<file path="config.mk">
export PLATFORM = sky130hd
export DESIGN_NAME = brd_decoder
export DESIGN_NICKNAME = d
export VERILOG_FILES = /design/src/brd_pkg.sv /design/src/brd_decoder.sv /design/src/brd_boot_strap.sv /design/src/brd_master_decode.sv
export VERILOG_INCLUDE_DIRS = /design/src
export SDC_FILE = /design/constraint.sdc
export NUM_CORES = 1
export LEC_CHECK = 0
export BUFFER_PORTS_ARGS = -buffer_cell sky130_fd_sc_hd__buf_2
export CORE_AREA = 2 2 109 111
export DETAILED_ROUTE_END_ITERATION = 12
export DIE_AREA = 0 0 111 113
export PLACE_DENSITY_LB_ADDON = 0.3
export SYNTH_ARGS = -nofsm -noshare
export SYNTH_HDL_FRONTEND = slang
export SYNTH_HIERARCHICAL = 1
export SYNTH_SLANG_ARGS = --single-unit
</file>
<file path="constraint.sdc">
create_clock -name clk -period 1.8 [get_ports clk]
set_input_delay 0.09 -clock clk [delete_from_list [all_inputs] [get_ports clk]]
set_output_delay 0.09 -clock clk [all_outputs]
set_load 0.01 [all_outputs]
</file>
<file path="src/brd_params.svh">
/*
  Address map constants for the boot and remap address decoder.
  Assumes a 32-bit AHB address and a single matrix clock.
*/
`ifndef BRD_PARAMS_SVH
`define BRD_PARAMS_SVH

// ----------------------------------------
// Bank split
// ----------------------------------------
`define BRD_NUM_MASTERS 6
`define BRD_BANK_MSB 31
`define BRD_BANK_LSB 28
`define BRD_BANK_INT 4'h0
`define BRD_BANK_EBI_FIRST 4'h1
`define BRD_BANK_EBI_LAST 4'h8
`define BRD_BANK_PERIPH 4'hF

// ----------------------------------------
// Internal memory windows in bank zero
// ----------------------------------------
`define BRD_BOOT_LIMIT 32'h000F_FFFF
`define BRD_ROM_BASE 32'h0010_0000
`define BRD_ROM_MASK 32'hFFFF_8000
`define BRD_FIRST_INTERNAL_SRAM_BASE 32'h0020_0000
`define BRD_SRAM1_BASE 32'h0030_0000
`define BRD_SRAM_MASK 32'hFFFF_F000
`define BRD_UHP_BASE 32'h0050_0000
`define BRD_UHP_MASK 32'hFFFF_C000

// ----------------------------------------
// Chip selects with special controllers
// ----------------------------------------
`define BRD_CS_SDRAM 3'h1
`define BRD_CS_NAND 3'h3
`define BRD_CS_CF0 3'h4
`define BRD_CS_CF1 3'h5

// ----------------------------------------
// Strap timing and master classes
// ----------------------------------------
`define BRD_STRAP_SYNC_CYC 2'h2
`define BRD_CPU_MASTERS 2
`define BRD_ROM_MASTERS 4

`endif

</file>
<file path="src/brd_pkg.sv">
/*
  Types and the window test shared by the decoder modules.
  Assumes brd_params.svh is on the include path.
*/
`include "brd_params.svh"

package brd_pkg;

    typedef enum logic [2:0] {SLV_NONE, SLV_ROM, SLV_FIRST_INTERNAL_SRAM, SLV_SRAM1, SLV_UHP, SLV_EBI, SLV_PERIPH} brd_slave_e;
    typedef enum logic [1:0] {EBI_SMC, EBI_SDRAM, EBI_NAND, EBI_CF} brd_ebi_e;
    typedef enum logic [1:0] {ERR_IDLE, ERR_FIRST, ERR_SECOND} brd_err_e;

    function automatic logic brd_hit(input logic [31:0] a, input logic [31:0] base, input logic [31:0] mask);
        return (a & mask) == base;
    endfunction

endpackage

</file>
<file path="src/brd_decoder.sv">
/*
  First-level address decoder of the bus matrix with boot and remap
  selection at address zero, one decoder per master.
  Assumes AHB-lite masters on the same clock, slaves that answer
  in the data phase, and remap requests from logic on this clock.
*/
// Behaviour
// - Top four address bits pick sixteen banks
// - Banks one to eight go to external chip selects
// - Bank zero holds internal memories and the boot alias
// - Bank fifteen forwards to peripheral bridge
// - Unassigned areas answer with an abort
// - One decoder instance per master bus
// - Processor ports see one of three at zero
// - First fetch comes from memory at zero
// - Remap places first SRAM at zero
// - Without remap, strap picks ROM or external
// - Strap high maps embedded ROM at zero
// - Strap low maps chip select zero
// - Boot alias spans the first megabyte
// - Other memories stay at fixed bases
// - External boot defaults static controller configuration
// - Each chip select owns one bank window
// - Chip selects one, three, four, five retargetable
// - ROM and SRAMs answer in one cycle
// - Meaningless master paths are blocked
`include "brd_params.svh"

module brd_decoder
    import brd_pkg::*;
#(
    parameter int NUM_MASTERS = `BRD_NUM_MASTERS
)(
    input wire logic clk,
    input wire logic sys_rst,
    input wire logic boot_source_pin,
    input wire logic remap_set,
    input wire logic remap_clr,
    input wire logic cs1_sdram,
    input wire logic cs3_nand,
    input wire logic cs45_cf,
    input wire logic [NUM_MASTERS-1:0][31:0] m_haddr,
    input wire logic [NUM_MASTERS-1:0][1:0] m_htrans,
    input wire logic [NUM_MASTERS-1:0] m_hready_in,
    output brd_slave_e [NUM_MASTERS-1:0] m_slave,
    output logic [NUM_MASTERS-1:0][2:0] m_cs_idx,
    output brd_ebi_e [NUM_MASTERS-1:0] m_ebi_ctrl,
    output logic [NUM_MASTERS-1:0] m_hresp,
    output logic [NUM_MASTERS-1:0] m_hready_out,
    output logic remap_active,
    output logic boot_from_rom,
    output logic strap_done,
    output logic smc_boot_byte_sel,
    output logic smc_boot_bus16,
    output logic smc_boot_cs_strobe
);

    // ----------------------------------------
    // State
    // ----------------------------------------
    typedef struct packed {
        logic remap;
        logic ext_boot;
        brd_err_e [NUM_MASTERS-1:0] err;
    } brd_dec_s;

    brd_dec_s q, d;

    logic boot_rom;
    logic [NUM_MASTERS-1:0] active;
    logic [NUM_MASTERS-1:0] abort_now;

    // ----------------------------------------
    // Boot strap
    // ----------------------------------------
    brd_boot_strap u_strap (
        .clk(clk),
        .sys_rst(sys_rst),
        .boot_source_pin(boot_source_pin),
        .boot_rom(boot_rom),
        .strap_done(strap_done)
    );

    // ----------------------------------------
    // Per-master decoders
    // ----------------------------------------
    // Each master keeps its own decoder so access rights may differ per port
    for (genvar m = 0; m < NUM_MASTERS; m++) begin : g_dec
        assign active[m] = m_htrans[m][1];
        brd_master_decode #(
            .MASTER_ID(m)
        ) u_dec (
            .addr(m_haddr[m]),
            .active(active[m]),
            .remap(q.remap),
            .boot_rom(boot_rom),
            .cs1_sdram(cs1_sdram),
            .cs3_nand(cs3_nand),
            .cs45_cf(cs45_cf),
            .slave(m_slave[m]),
            .cs_idx(m_cs_idx[m]),
            .ebi_ctrl(m_ebi_ctrl[m])
        );
        // Internal memories are zero-wait, so only aborts stall the master
        assign abort_now[m] = active[m] && m_hready_in[m] && (m_slave[m] == SLV_NONE);
        assign m_hresp[m] = (q.err[m] != ERR_IDLE);
        assign m_hready_out[m] = (q.err[m] != ERR_FIRST);
    end

    // ----------------------------------------
    // Next state
    // ----------------------------------------
    always_comb begin
        d = q;
        // Set wins over clear so a late software request is never lost
        if (remap_set) begin
            d.remap = 1'b1;
        end else if (remap_clr) begin
            d.remap = 1'b0;
        end
        d.ext_boot = strap_done && !boot_rom;
        for (int i = 0; i < NUM_MASTERS; i++) begin
            case (q.err[i])
                ERR_IDLE: begin
                    if (abort_now[i]) begin
                        d.err[i] = ERR_FIRST;
                    end
                end
                ERR_FIRST: begin
                    d.err[i] = ERR_SECOND;
                end
                ERR_SECOND: begin
                    // A new unmapped address may follow back to back
                    d.err[i] = abort_now[i] ? ERR_FIRST : ERR_IDLE;
                end
                default: begin
                    d.err[i] = ERR_IDLE;
                end
            endcase
        end
    end

    always_ff @(posedge clk) begin
        if (sys_rst) begin
            q.remap <= 1'b0;
            q.ext_boot <= 1'b0;
            q.err <= '{default: ERR_IDLE};
        end else begin
            q <= d;
        end
    end

    assign remap_active = q.remap;
    assign boot_from_rom = boot_rom;
    assign smc_boot_byte_sel = q.ext_boot;
    assign smc_boot_bus16 = q.ext_boot;
    assign smc_boot_cs_strobe = q.ext_boot;

    // ----------------------------------------
    // Checks
    // ----------------------------------------
    chk_remap_cleared: assert property (
        @(posedge clk) $past(sys_rst) && !sys_rst |-> !remap_active)
        else $error("remap not cleared by reset");

    chk_remap_takes: assert property (
        @(posedge clk) disable iff (sys_rst)
        remap_set |=> remap_active)
        else $error("remap request ignored");

    chk_strap_timing: assert property (
        @(posedge clk) disable iff (sys_rst)
        $past(sys_rst) |-> !strap_done ##3 strap_done)
        else $error("strap not captured three cycles after reset");

    chk_strap_stable: assert property (
        @(posedge clk) disable iff (sys_rst)
        strap_done && $past(strap_done) |-> $stable(boot_from_rom))
        else $error("strap value changed after capture");

    chk_ext_boot_cfg: assert property (
        @(posedge clk) disable iff (sys_rst)
        $past(strap_done) |-> (smc_boot_bus16 == !boot_from_rom) && (smc_boot_byte_sel == smc_boot_cs_strobe))
        else $error("external boot defaults wrong");

    for (genvar m = 0; m < NUM_MASTERS; m++) begin : g_chk
        chk_bank_peri: assert property (
            @(posedge clk) disable iff (sys_rst)
            active[m] && m_haddr[m][31:28] == `BRD_BANK_PERIPH
            |-> m_slave[m] == ((m < `BRD_ROM_MASTERS) ? SLV_PERIPH : SLV_NONE))
            else $error("peripheral bank misrouted");

        chk_ebi_cs: assert property (
            @(posedge clk) disable iff (sys_rst)
            active[m] && m_haddr[m][31:28] >= `BRD_BANK_EBI_FIRST && m_haddr[m][31:28] <= `BRD_BANK_EBI_LAST
            |-> m_slave[m] == SLV_EBI && m_cs_idx[m] == 3'(m_haddr[m][31:28] - 4'h1))
            else $error("external bank chip select wrong");

        chk_unused_bank: assert property (
            @(posedge clk) disable iff (sys_rst)
            active[m] && m_haddr[m][31:28] > `BRD_BANK_EBI_LAST && m_haddr[m][31:28] < `BRD_BANK_PERIPH
            |-> m_slave[m] == SLV_NONE)
            else $error("unused bank not aborted");

        chk_sram1_fixed: assert property (
            @(posedge clk) disable iff (sys_rst)
            active[m] && (m_haddr[m] & `BRD_SRAM_MASK) == `BRD_SRAM1_BASE |-> m_slave[m] == SLV_SRAM1)
            else $error("second SRAM moved");

        chk_abort_resp: assert property (
            @(posedge clk) disable iff (sys_rst)
            abort_now[m] && q.err[m] == ERR_IDLE
            |=> (m_hresp[m] && !m_hready_out[m]) ##1 (m_hresp[m] && m_hready_out[m]))
            else $error("abort response not two cycles");

        chk_cs1_target: assert property (
            @(posedge clk) disable iff (sys_rst)
            active[m] && m_haddr[m][31:28] == 4'h2
            |-> m_ebi_ctrl[m] == (cs1_sdram ? EBI_SDRAM : EBI_SMC))
            else $error("chip select one target wrong");

        if (m < `BRD_CPU_MASTERS) begin : g_cpu
            chk_zero_remap: assert property (
                @(posedge clk) disable iff (sys_rst)
                active[m] && remap_active && m_haddr[m] <= `BRD_BOOT_LIMIT |-> m_slave[m] == SLV_FIRST_INTERNAL_SRAM)
                else $error("remap did not place SRAM at zero");

            chk_zero_rom: assert property (
                @(posedge clk) disable iff (sys_rst)
                active[m] && !remap_active && boot_from_rom && m_haddr[m] <= `BRD_BOOT_LIMIT
                |-> m_slave[m] == SLV_ROM)
                else $error("ROM boot alias missing");

            chk_zero_ext: assert property (
                @(posedge clk) disable iff (sys_rst)
                active[m] && !remap_active && !boot_from_rom && m_haddr[m] <= `BRD_BOOT_LIMIT
                |-> m_slave[m] == SLV_EBI && m_cs_idx[m] == 3'h0)
                else $error("external boot alias missing");
        end else begin : g_dma
            // Only the processor ports own the boot alias
            chk_alias_blocked: assert property (
                @(posedge clk) disable iff (sys_rst)
                active[m] && m_haddr[m] <= `BRD_BOOT_LIMIT |-> m_slave[m] == SLV_NONE)
                else $error("boot alias reached by non-processor master");
        end

        // ----------------------------------------
        // Per-master decode and response checks
        // ----------------------------------------
        chk_idle_none: assert property (
            @(posedge clk) disable iff (sys_rst)
            !active[m] |-> m_slave[m] == SLV_NONE)
            else $error("idle master decodes a slave");

        chk_cs_quiet: assert property (
            @(posedge clk) disable iff (sys_rst)
            m_slave[m] != SLV_EBI |-> m_cs_idx[m] == 3'h0 && m_ebi_ctrl[m] == EBI_SMC)
            else $error("chip select outputs set off the external bus");

        chk_first_internal_sram_fixed: assert property (
            @(posedge clk) disable iff (sys_rst)
            active[m] && (m_haddr[m] & `BRD_SRAM_MASK) == `BRD_FIRST_INTERNAL_SRAM_BASE |-> m_slave[m] == SLV_FIRST_INTERNAL_SRAM)
            else $error("first SRAM moved");

        chk_rom_fixed: assert property (
            @(posedge clk) disable iff (sys_rst)
            active[m] && (m_haddr[m] & `BRD_ROM_MASK) == `BRD_ROM_BASE
            |-> m_slave[m] == ((m < `BRD_ROM_MASTERS) ? SLV_ROM : SLV_NONE))
            else $error("fixed ROM window misrouted");

        chk_uhp_path: assert property (
            @(posedge clk) disable iff (sys_rst)
            active[m] && (m_haddr[m] & `BRD_UHP_MASK) == `BRD_UHP_BASE
            |-> m_slave[m] == ((m < `BRD_CPU_MASTERS) ? SLV_UHP : SLV_NONE))
            else $error("host interface path wrong");

        chk_bank_zero: assert property (
            @(posedge clk) disable iff (sys_rst)
            active[m] && m_haddr[m][31:28] == `BRD_BANK_INT
            |-> m_slave[m] != SLV_PERIPH && (m_slave[m] != SLV_EBI || m_haddr[m] <= `BRD_BOOT_LIMIT))
            else $error("bank zero left the internal memories");

        chk_cs3_target: assert property (
            @(posedge clk) disable iff (sys_rst)
            active[m] && m_haddr[m][31:28] == 4'h4
            |-> m_ebi_ctrl[m] == (cs3_nand ? EBI_NAND : EBI_SMC))
            else $error("chip select three target wrong");

        chk_cf_target: assert property (
            @(posedge clk) disable iff (sys_rst)
            active[m] && (m_haddr[m][31:28] == 4'h5 || m_haddr[m][31:28] == 4'h6)
            |-> m_ebi_ctrl[m] == (cs45_cf ? EBI_CF : EBI_SMC))
            else $error("chip select four or five target wrong");

        chk_err_second: assert property (
            @(posedge clk) disable iff (sys_rst)
            m_hresp[m] && !m_hready_out[m] |=> m_hresp[m] && m_hready_out[m])
            else $error("error response did not end with ready");

        chk_err_cause: assert property (
            @(posedge clk) disable iff (sys_rst)
            m_hresp[m] && !m_hready_out[m] |-> $past(abort_now[m]))
            else $error("error response without an unmapped access");

        chk_stall_only_err: assert property (
            @(posedge clk) disable iff (sys_rst)
            !m_hready_out[m] |-> m_hresp[m])
            else $error("wait state without an error");

        // Mapped slaves are zero-wait, so the decoder must never stall them
        chk_mapped_no_wait: assert property (
            @(posedge clk) disable iff (sys_rst)
            active[m] && m_hready_in[m] && m_slave[m] != SLV_NONE |=> m_hready_out[m])
            else $error("mapped access stalled");
    end

    // ----------------------------------------
    // Reset, strap and remap checks
    // ----------------------------------------
    chk_strap_in_reset: assert property (
        @(posedge clk)
        sys_rst |=> !strap_done && boot_from_rom)
        else $error("strap state not reset");

    chk_ext_cfg_reset: assert property (
        @(posedge clk)
        sys_rst |=> !smc_boot_bus16 && !smc_boot_byte_sel && !smc_boot_cs_strobe)
        else $error("external boot defaults not reset");

    chk_strap_kept: assert property (
        @(posedge clk) disable iff (sys_rst)
        strap_done |=> strap_done)
        else $error("strap capture lost before reset");

    chk_remap_clears: assert property (
        @(posedge clk) disable iff (sys_rst)
        remap_clr && !remap_set |=> !remap_active)
        else $error("remap clear ignored");

    chk_remap_holds: assert property (
        @(posedge clk) disable iff (sys_rst)
        !remap_set && !remap_clr |=> $stable(remap_active))
        else $error("remap changed without a request");

endmodule

</file>
<file path="src/brd_boot_strap.sv">
/*
  Boot source strap capture: synchronises the boot source pin and
  latches it once after reset release. Assumes the pin is static
  around reset release.
*/
`include "brd_params.svh"

module brd_boot_strap
    import brd_pkg::*;
(
    input wire logic clk,
    input wire logic sys_rst,
    input wire logic boot_source_pin,
    output logic boot_rom,
    output logic strap_done
);

    typedef struct packed {
        logic meta;
        logic sync;
        logic [1:0] cnt;
        logic done;
        logic rom;
    } brd_strap_s;

    brd_strap_s q, d;

    always_comb begin
        d = q;
        d.meta = boot_source_pin;
        d.sync = q.meta;
        if (!q.done) begin
            // Wait for the synchroniser to fill before trusting the level
            if (q.cnt == `BRD_STRAP_SYNC_CYC) begin
                d.done = 1'b1;
                d.rom = q.sync;
            end else begin
                d.cnt = q.cnt + 2'h1;
            end
        end
    end

    always_ff @(posedge clk) begin
        if (sys_rst) begin
            q <= '{meta: 1'b0, sync: 1'b0, cnt: 2'h0, done: 1'b0, rom: 1'b1};
        end else begin
            q <= d;
        end
    end

    assign boot_rom = q.rom;
    assign strap_done = q.done;

endmodule

</file>
<file path="src/brd_master_decode.sv">
/*
  Address decoder for one bus master. Purely combinational.
  Assumes the address is valid whenever active is high.
*/
`include "brd_params.svh"

module brd_master_decode
    import brd_pkg::*;
#(
    parameter int MASTER_ID = 0
)(
    input wire logic [31:0] addr,
    input wire logic active,
    input wire logic remap,
    input wire logic boot_rom,
    input wire logic cs1_sdram,
    input wire logic cs3_nand,
    input wire logic cs45_cf,
    output brd_slave_e slave,
    output logic [2:0] cs_idx,
    output brd_ebi_e ebi_ctrl
);

    localparam bit CPU = (MASTER_ID < `BRD_CPU_MASTERS);
    localparam bit SYS_OK = (MASTER_ID < `BRD_ROM_MASTERS);

    logic [3:0] bank;

    always_comb begin
        bank = addr[`BRD_BANK_MSB:`BRD_BANK_LSB];
        slave = SLV_NONE;
        cs_idx = 3'h0;
        ebi_ctrl = EBI_SMC;
        if (active) begin
            if (bank == `BRD_BANK_INT) begin
                // Boot alias only exists for the processor ports
                if (addr <= `BRD_BOOT_LIMIT) begin
                    if (CPU) begin
                        if (remap) begin
                            slave = SLV_FIRST_INTERNAL_SRAM;
                        end else if (boot_rom) begin
                            slave = SLV_ROM;
                        end else begin
                            slave = SLV_EBI;
                        end
                    end
                end else if (brd_hit(addr, `BRD_ROM_BASE, `BRD_ROM_MASK) && SYS_OK) begin
                    slave = SLV_ROM;
                end else if (brd_hit(addr, `BRD_FIRST_INTERNAL_SRAM_BASE, `BRD_SRAM_MASK)) begin
                    slave = SLV_FIRST_INTERNAL_SRAM;
                end else if (brd_hit(addr, `BRD_SRAM1_BASE, `BRD_SRAM_MASK)) begin
                    slave = SLV_SRAM1;
                end else if (brd_hit(addr, `BRD_UHP_BASE, `BRD_UHP_MASK) && CPU) begin
                    slave = SLV_UHP;
                end
            end else if (bank >= `BRD_BANK_EBI_FIRST && bank <= `BRD_BANK_EBI_LAST) begin
                slave = SLV_EBI;
                cs_idx = 3'(bank - `BRD_BANK_EBI_FIRST);
            end else if (bank == `BRD_BANK_PERIPH && SYS_OK) begin
                slave = SLV_PERIPH;
            end
        end
        if (slave == SLV_EBI) begin
            if (cs_idx == `BRD_CS_SDRAM && cs1_sdram) begin
                ebi_ctrl = EBI_SDRAM;
            end else if (cs_idx == `BRD_CS_NAND && cs3_nand) begin
                ebi_ctrl = EBI_NAND;
            end else if ((cs_idx == `BRD_CS_CF0 || cs_idx == `BRD_CS_CF1) && cs45_cf) begin
                ebi_ctrl = EBI_CF;
            end
        end
    end

endmodule

</file>
==> flow_summary.yaml <==
timing:
  setup_violations: 0
  fin_ws_ps: 103
  post-route-period-util_pct: 94.3
  hold_viol: 0
  worst_pin_slew_ps: 519
  timing.hold.ws_ps: 47.9
  rsz0062_at_grt: "false"
  report.final.slew_viol_count: 0
  finalClockSkew_ps: 6.47
  tns_ps: 0
  relSlewSlack_pct: 65.1
  layout_min_cycle_time_ps: 1700
  clock.fmax_mhz: 589
clocking:
  h-tree-depth: 1
  cts_buffer_depth: 2
  cts_hold_buf: 0
  numCtsBuffers: 3
  cts_tree: "yes"
  cts_sinks: 20
  clk_latency_ps: 260
  cts_root_buffer: "clkbuf_16"
  clk_pin_slew_ps: 70
worst_setup_path:
  timing.rr.start: "remap_active$_SDFFE_PP0P_"
  critPathMaxStageDelay_ps: 380
  worstPathCellList: "buf_2, inv_1, ha_1, buf_4, or3b_1, a21boi_2, nand2_2, mux2i_1, buf_2"
  critPathSlowestCell: "or3b_1"
  cp_top_family: "simple AND/OR/NAND/NOR gates"
  required_ps: 1710
  worstSetupStartpoint: "m_haddr[28]"
  cp_max_fo: 4
  worst-path-buf-inv: 4
  worstSetupEndpointType: "primary output"
  cp_data_arrival_time_ps: 1610
  cpMostUsedCell: "buf_2"
  path_class: "primary input to primary output"
  start_kind: "primary input"
floorplanning:
  io_pins: 284
  rows: 39
  initial_core_util_pct: 21.6
  core-area_um2: 11300
  die_area_um2: 12500
  die_h_um: 113
  die_x_um: 111
yosys:
  synthCells: 318
  synth_top_area_share_pct: 16.4
  synth_warnings: 6
  synth_flop_cell: "dfxtp_1"
  synth_cell_types: 59
  synth_area_leaders: "dfxtp_1 16%, ha_1 5.6%, nand2_1 4.6%, nor4_1 4.4%, nor3_1 3.9%"
  synth-seq-cells: 20
  synth_edf_count: 0
  synth-async-reset-ratio_pct: 0
  syn_nets: 547
  synth_area_per_cell_um2: 7.67
  yosysTopAreaCell: "dfxtp_1"
  ys_seq_area_share_pct: 16.4
  netlist_area_um2: 2440
place:
  io_buffers: 205
  dpl_cell_area_um2: 3700
  place_ws_ps: -119
  place_inst: 675
  dp_hpwl_mm: 7.23
  gp_congestion: 0.898
cells_and_area:
  syn_to_final_growth_pct: 56.5
  instances_no_fill: 679
  final_nets: 766
  postLayoutCoreUtil_pct: 33.9
  diodes: 0
  drive_above_1_share_pct: 50.6
  stdcell_area_um2: 3820
pwr:
  p_leak_nw: 1.88
  p_total_mw: 1.90
  irDropWorstVdd_mv: 0.299
  powerDensity_nw_per_um2: 497
route:
  drtIter0Drc: 106
  drc_errors: 0
  drt-total-wl_mm: 8.56
  wire_per_inst_um: 12.6
  viasPerCell: 4.68
  via_count: 3176
  first_pass_iters: 4
  detail-route-antenna-nets: 0
global_route:
  grt_pass1_wl_mm: 13.4
  overflow: 0
  grt_pass1_vias: 3064
  grt_antenna_before_repair: 1
  grt_usage_pct: 12.5
  grt_max_degree: 22
outcome:
  outcome: "complete, no violations"
run:
  maxCapViolCount: 0
hold_path:
  hp-start: "boot_source_pin"
  holdCritPathClass: "primary input to register"
final timing paths:
check	endpoint	slack, ps	cells after the start
max	m_ebi_ctrl[1]	100	9
min	u_strap/d[4]$_SDFF_PP0_	50	2
max reg2reg	q[2]$_SDFFE_PP0P_	160	6
min reg2reg	q[0]$_SDFFE_PP0P_	440	1
layout by cell type (no fill, tap or decap), drive strengths merged, types with 13 or more instances in the layout:
cell type	netlist	routed
nand2b	15	15
nand2	34	34
nor4	19	19
nor3	21	21
nor2	25	25
nand3	13	13
buf	7	223
dfxtp	20	20
nand4	14	14
inv	17	17
a21oi	14	14
report_power, final:
part	switching (mW)	leakage, nW	total, mW	internal [mW]
registers	0.0362	0.163	0.523	0.487
logic	0.374	1.67	0.746	0.372
clock network	0.185	0.0511	0.626	0.442
worst register-to-register path, delay by kind of cell (launching register included):
kind / cells / cell delay, ps
flip-flops: 1 / 320
AND/OR/NAND/NOR: 3 / 840
buffers and inverters: 1 / 150
AO/OA/AOI/OAI: 2 / 260
sequential cells by signal (all words and copies together), names as in the netlist:
name / cells
u_strap/q: 3
remap_active: 1
q: 12
smc_boot_bus16: 1
u_strap/d: 1
u_strap/boot_rom: 1
u_strap/strap_done: 1
cells by family after synthesis:
kind of cell / share of synthesized area, %
AO/OA/AOI/OAI: 13.0
XOR/XNOR: 3.79
adder cells (fa/ha/maj): 5.64
buffers and inverters: 6.21
flip-flops: 16.4
multiplexers: 1.64
AND/OR/NAND/NOR: 53.3
Yosys cell counts (8+ instances only):
library cell	number
inv_1	17
nor4_1	17
nor3_1	19
nand4_1	14
a21oi_1	12
nor2_1	24
nand3_1	13
nor2b_1	10
nor3b_1	8
ha_1	11
dfxtp_1	20
nand2b_1	11
nand2_1	30
layout make-up:
cell class,instances,area [um^2]
clock buffer,3,75.1
clock inverter,1,30.0
fill,1194,7450
inverter,17,63.8
multi-input combinational,272,1910
sequential,20,400
tap,143,179
timing repair buffer,223,1160
metal layers:
metal  routed length (um)  global-route usage (%)  part of all wire (%)
met1                 3760                    15.5                    44
met2                 4020                    22.4                    47
met3                  713                    2.62                   8.3
met4                   58                    2.58                  0.68
met5                    7                       0                 0.082
timing repair:
item / 4_1_cts / 5_1_grt
setup endpoints to repair: 0 / 3
gates resized for setup: 0 / 3
hold endpoints to repair: 0 / 0
buffers inserted: 0 / 0
Note: power is estimated with default switching activity, not from simulation.
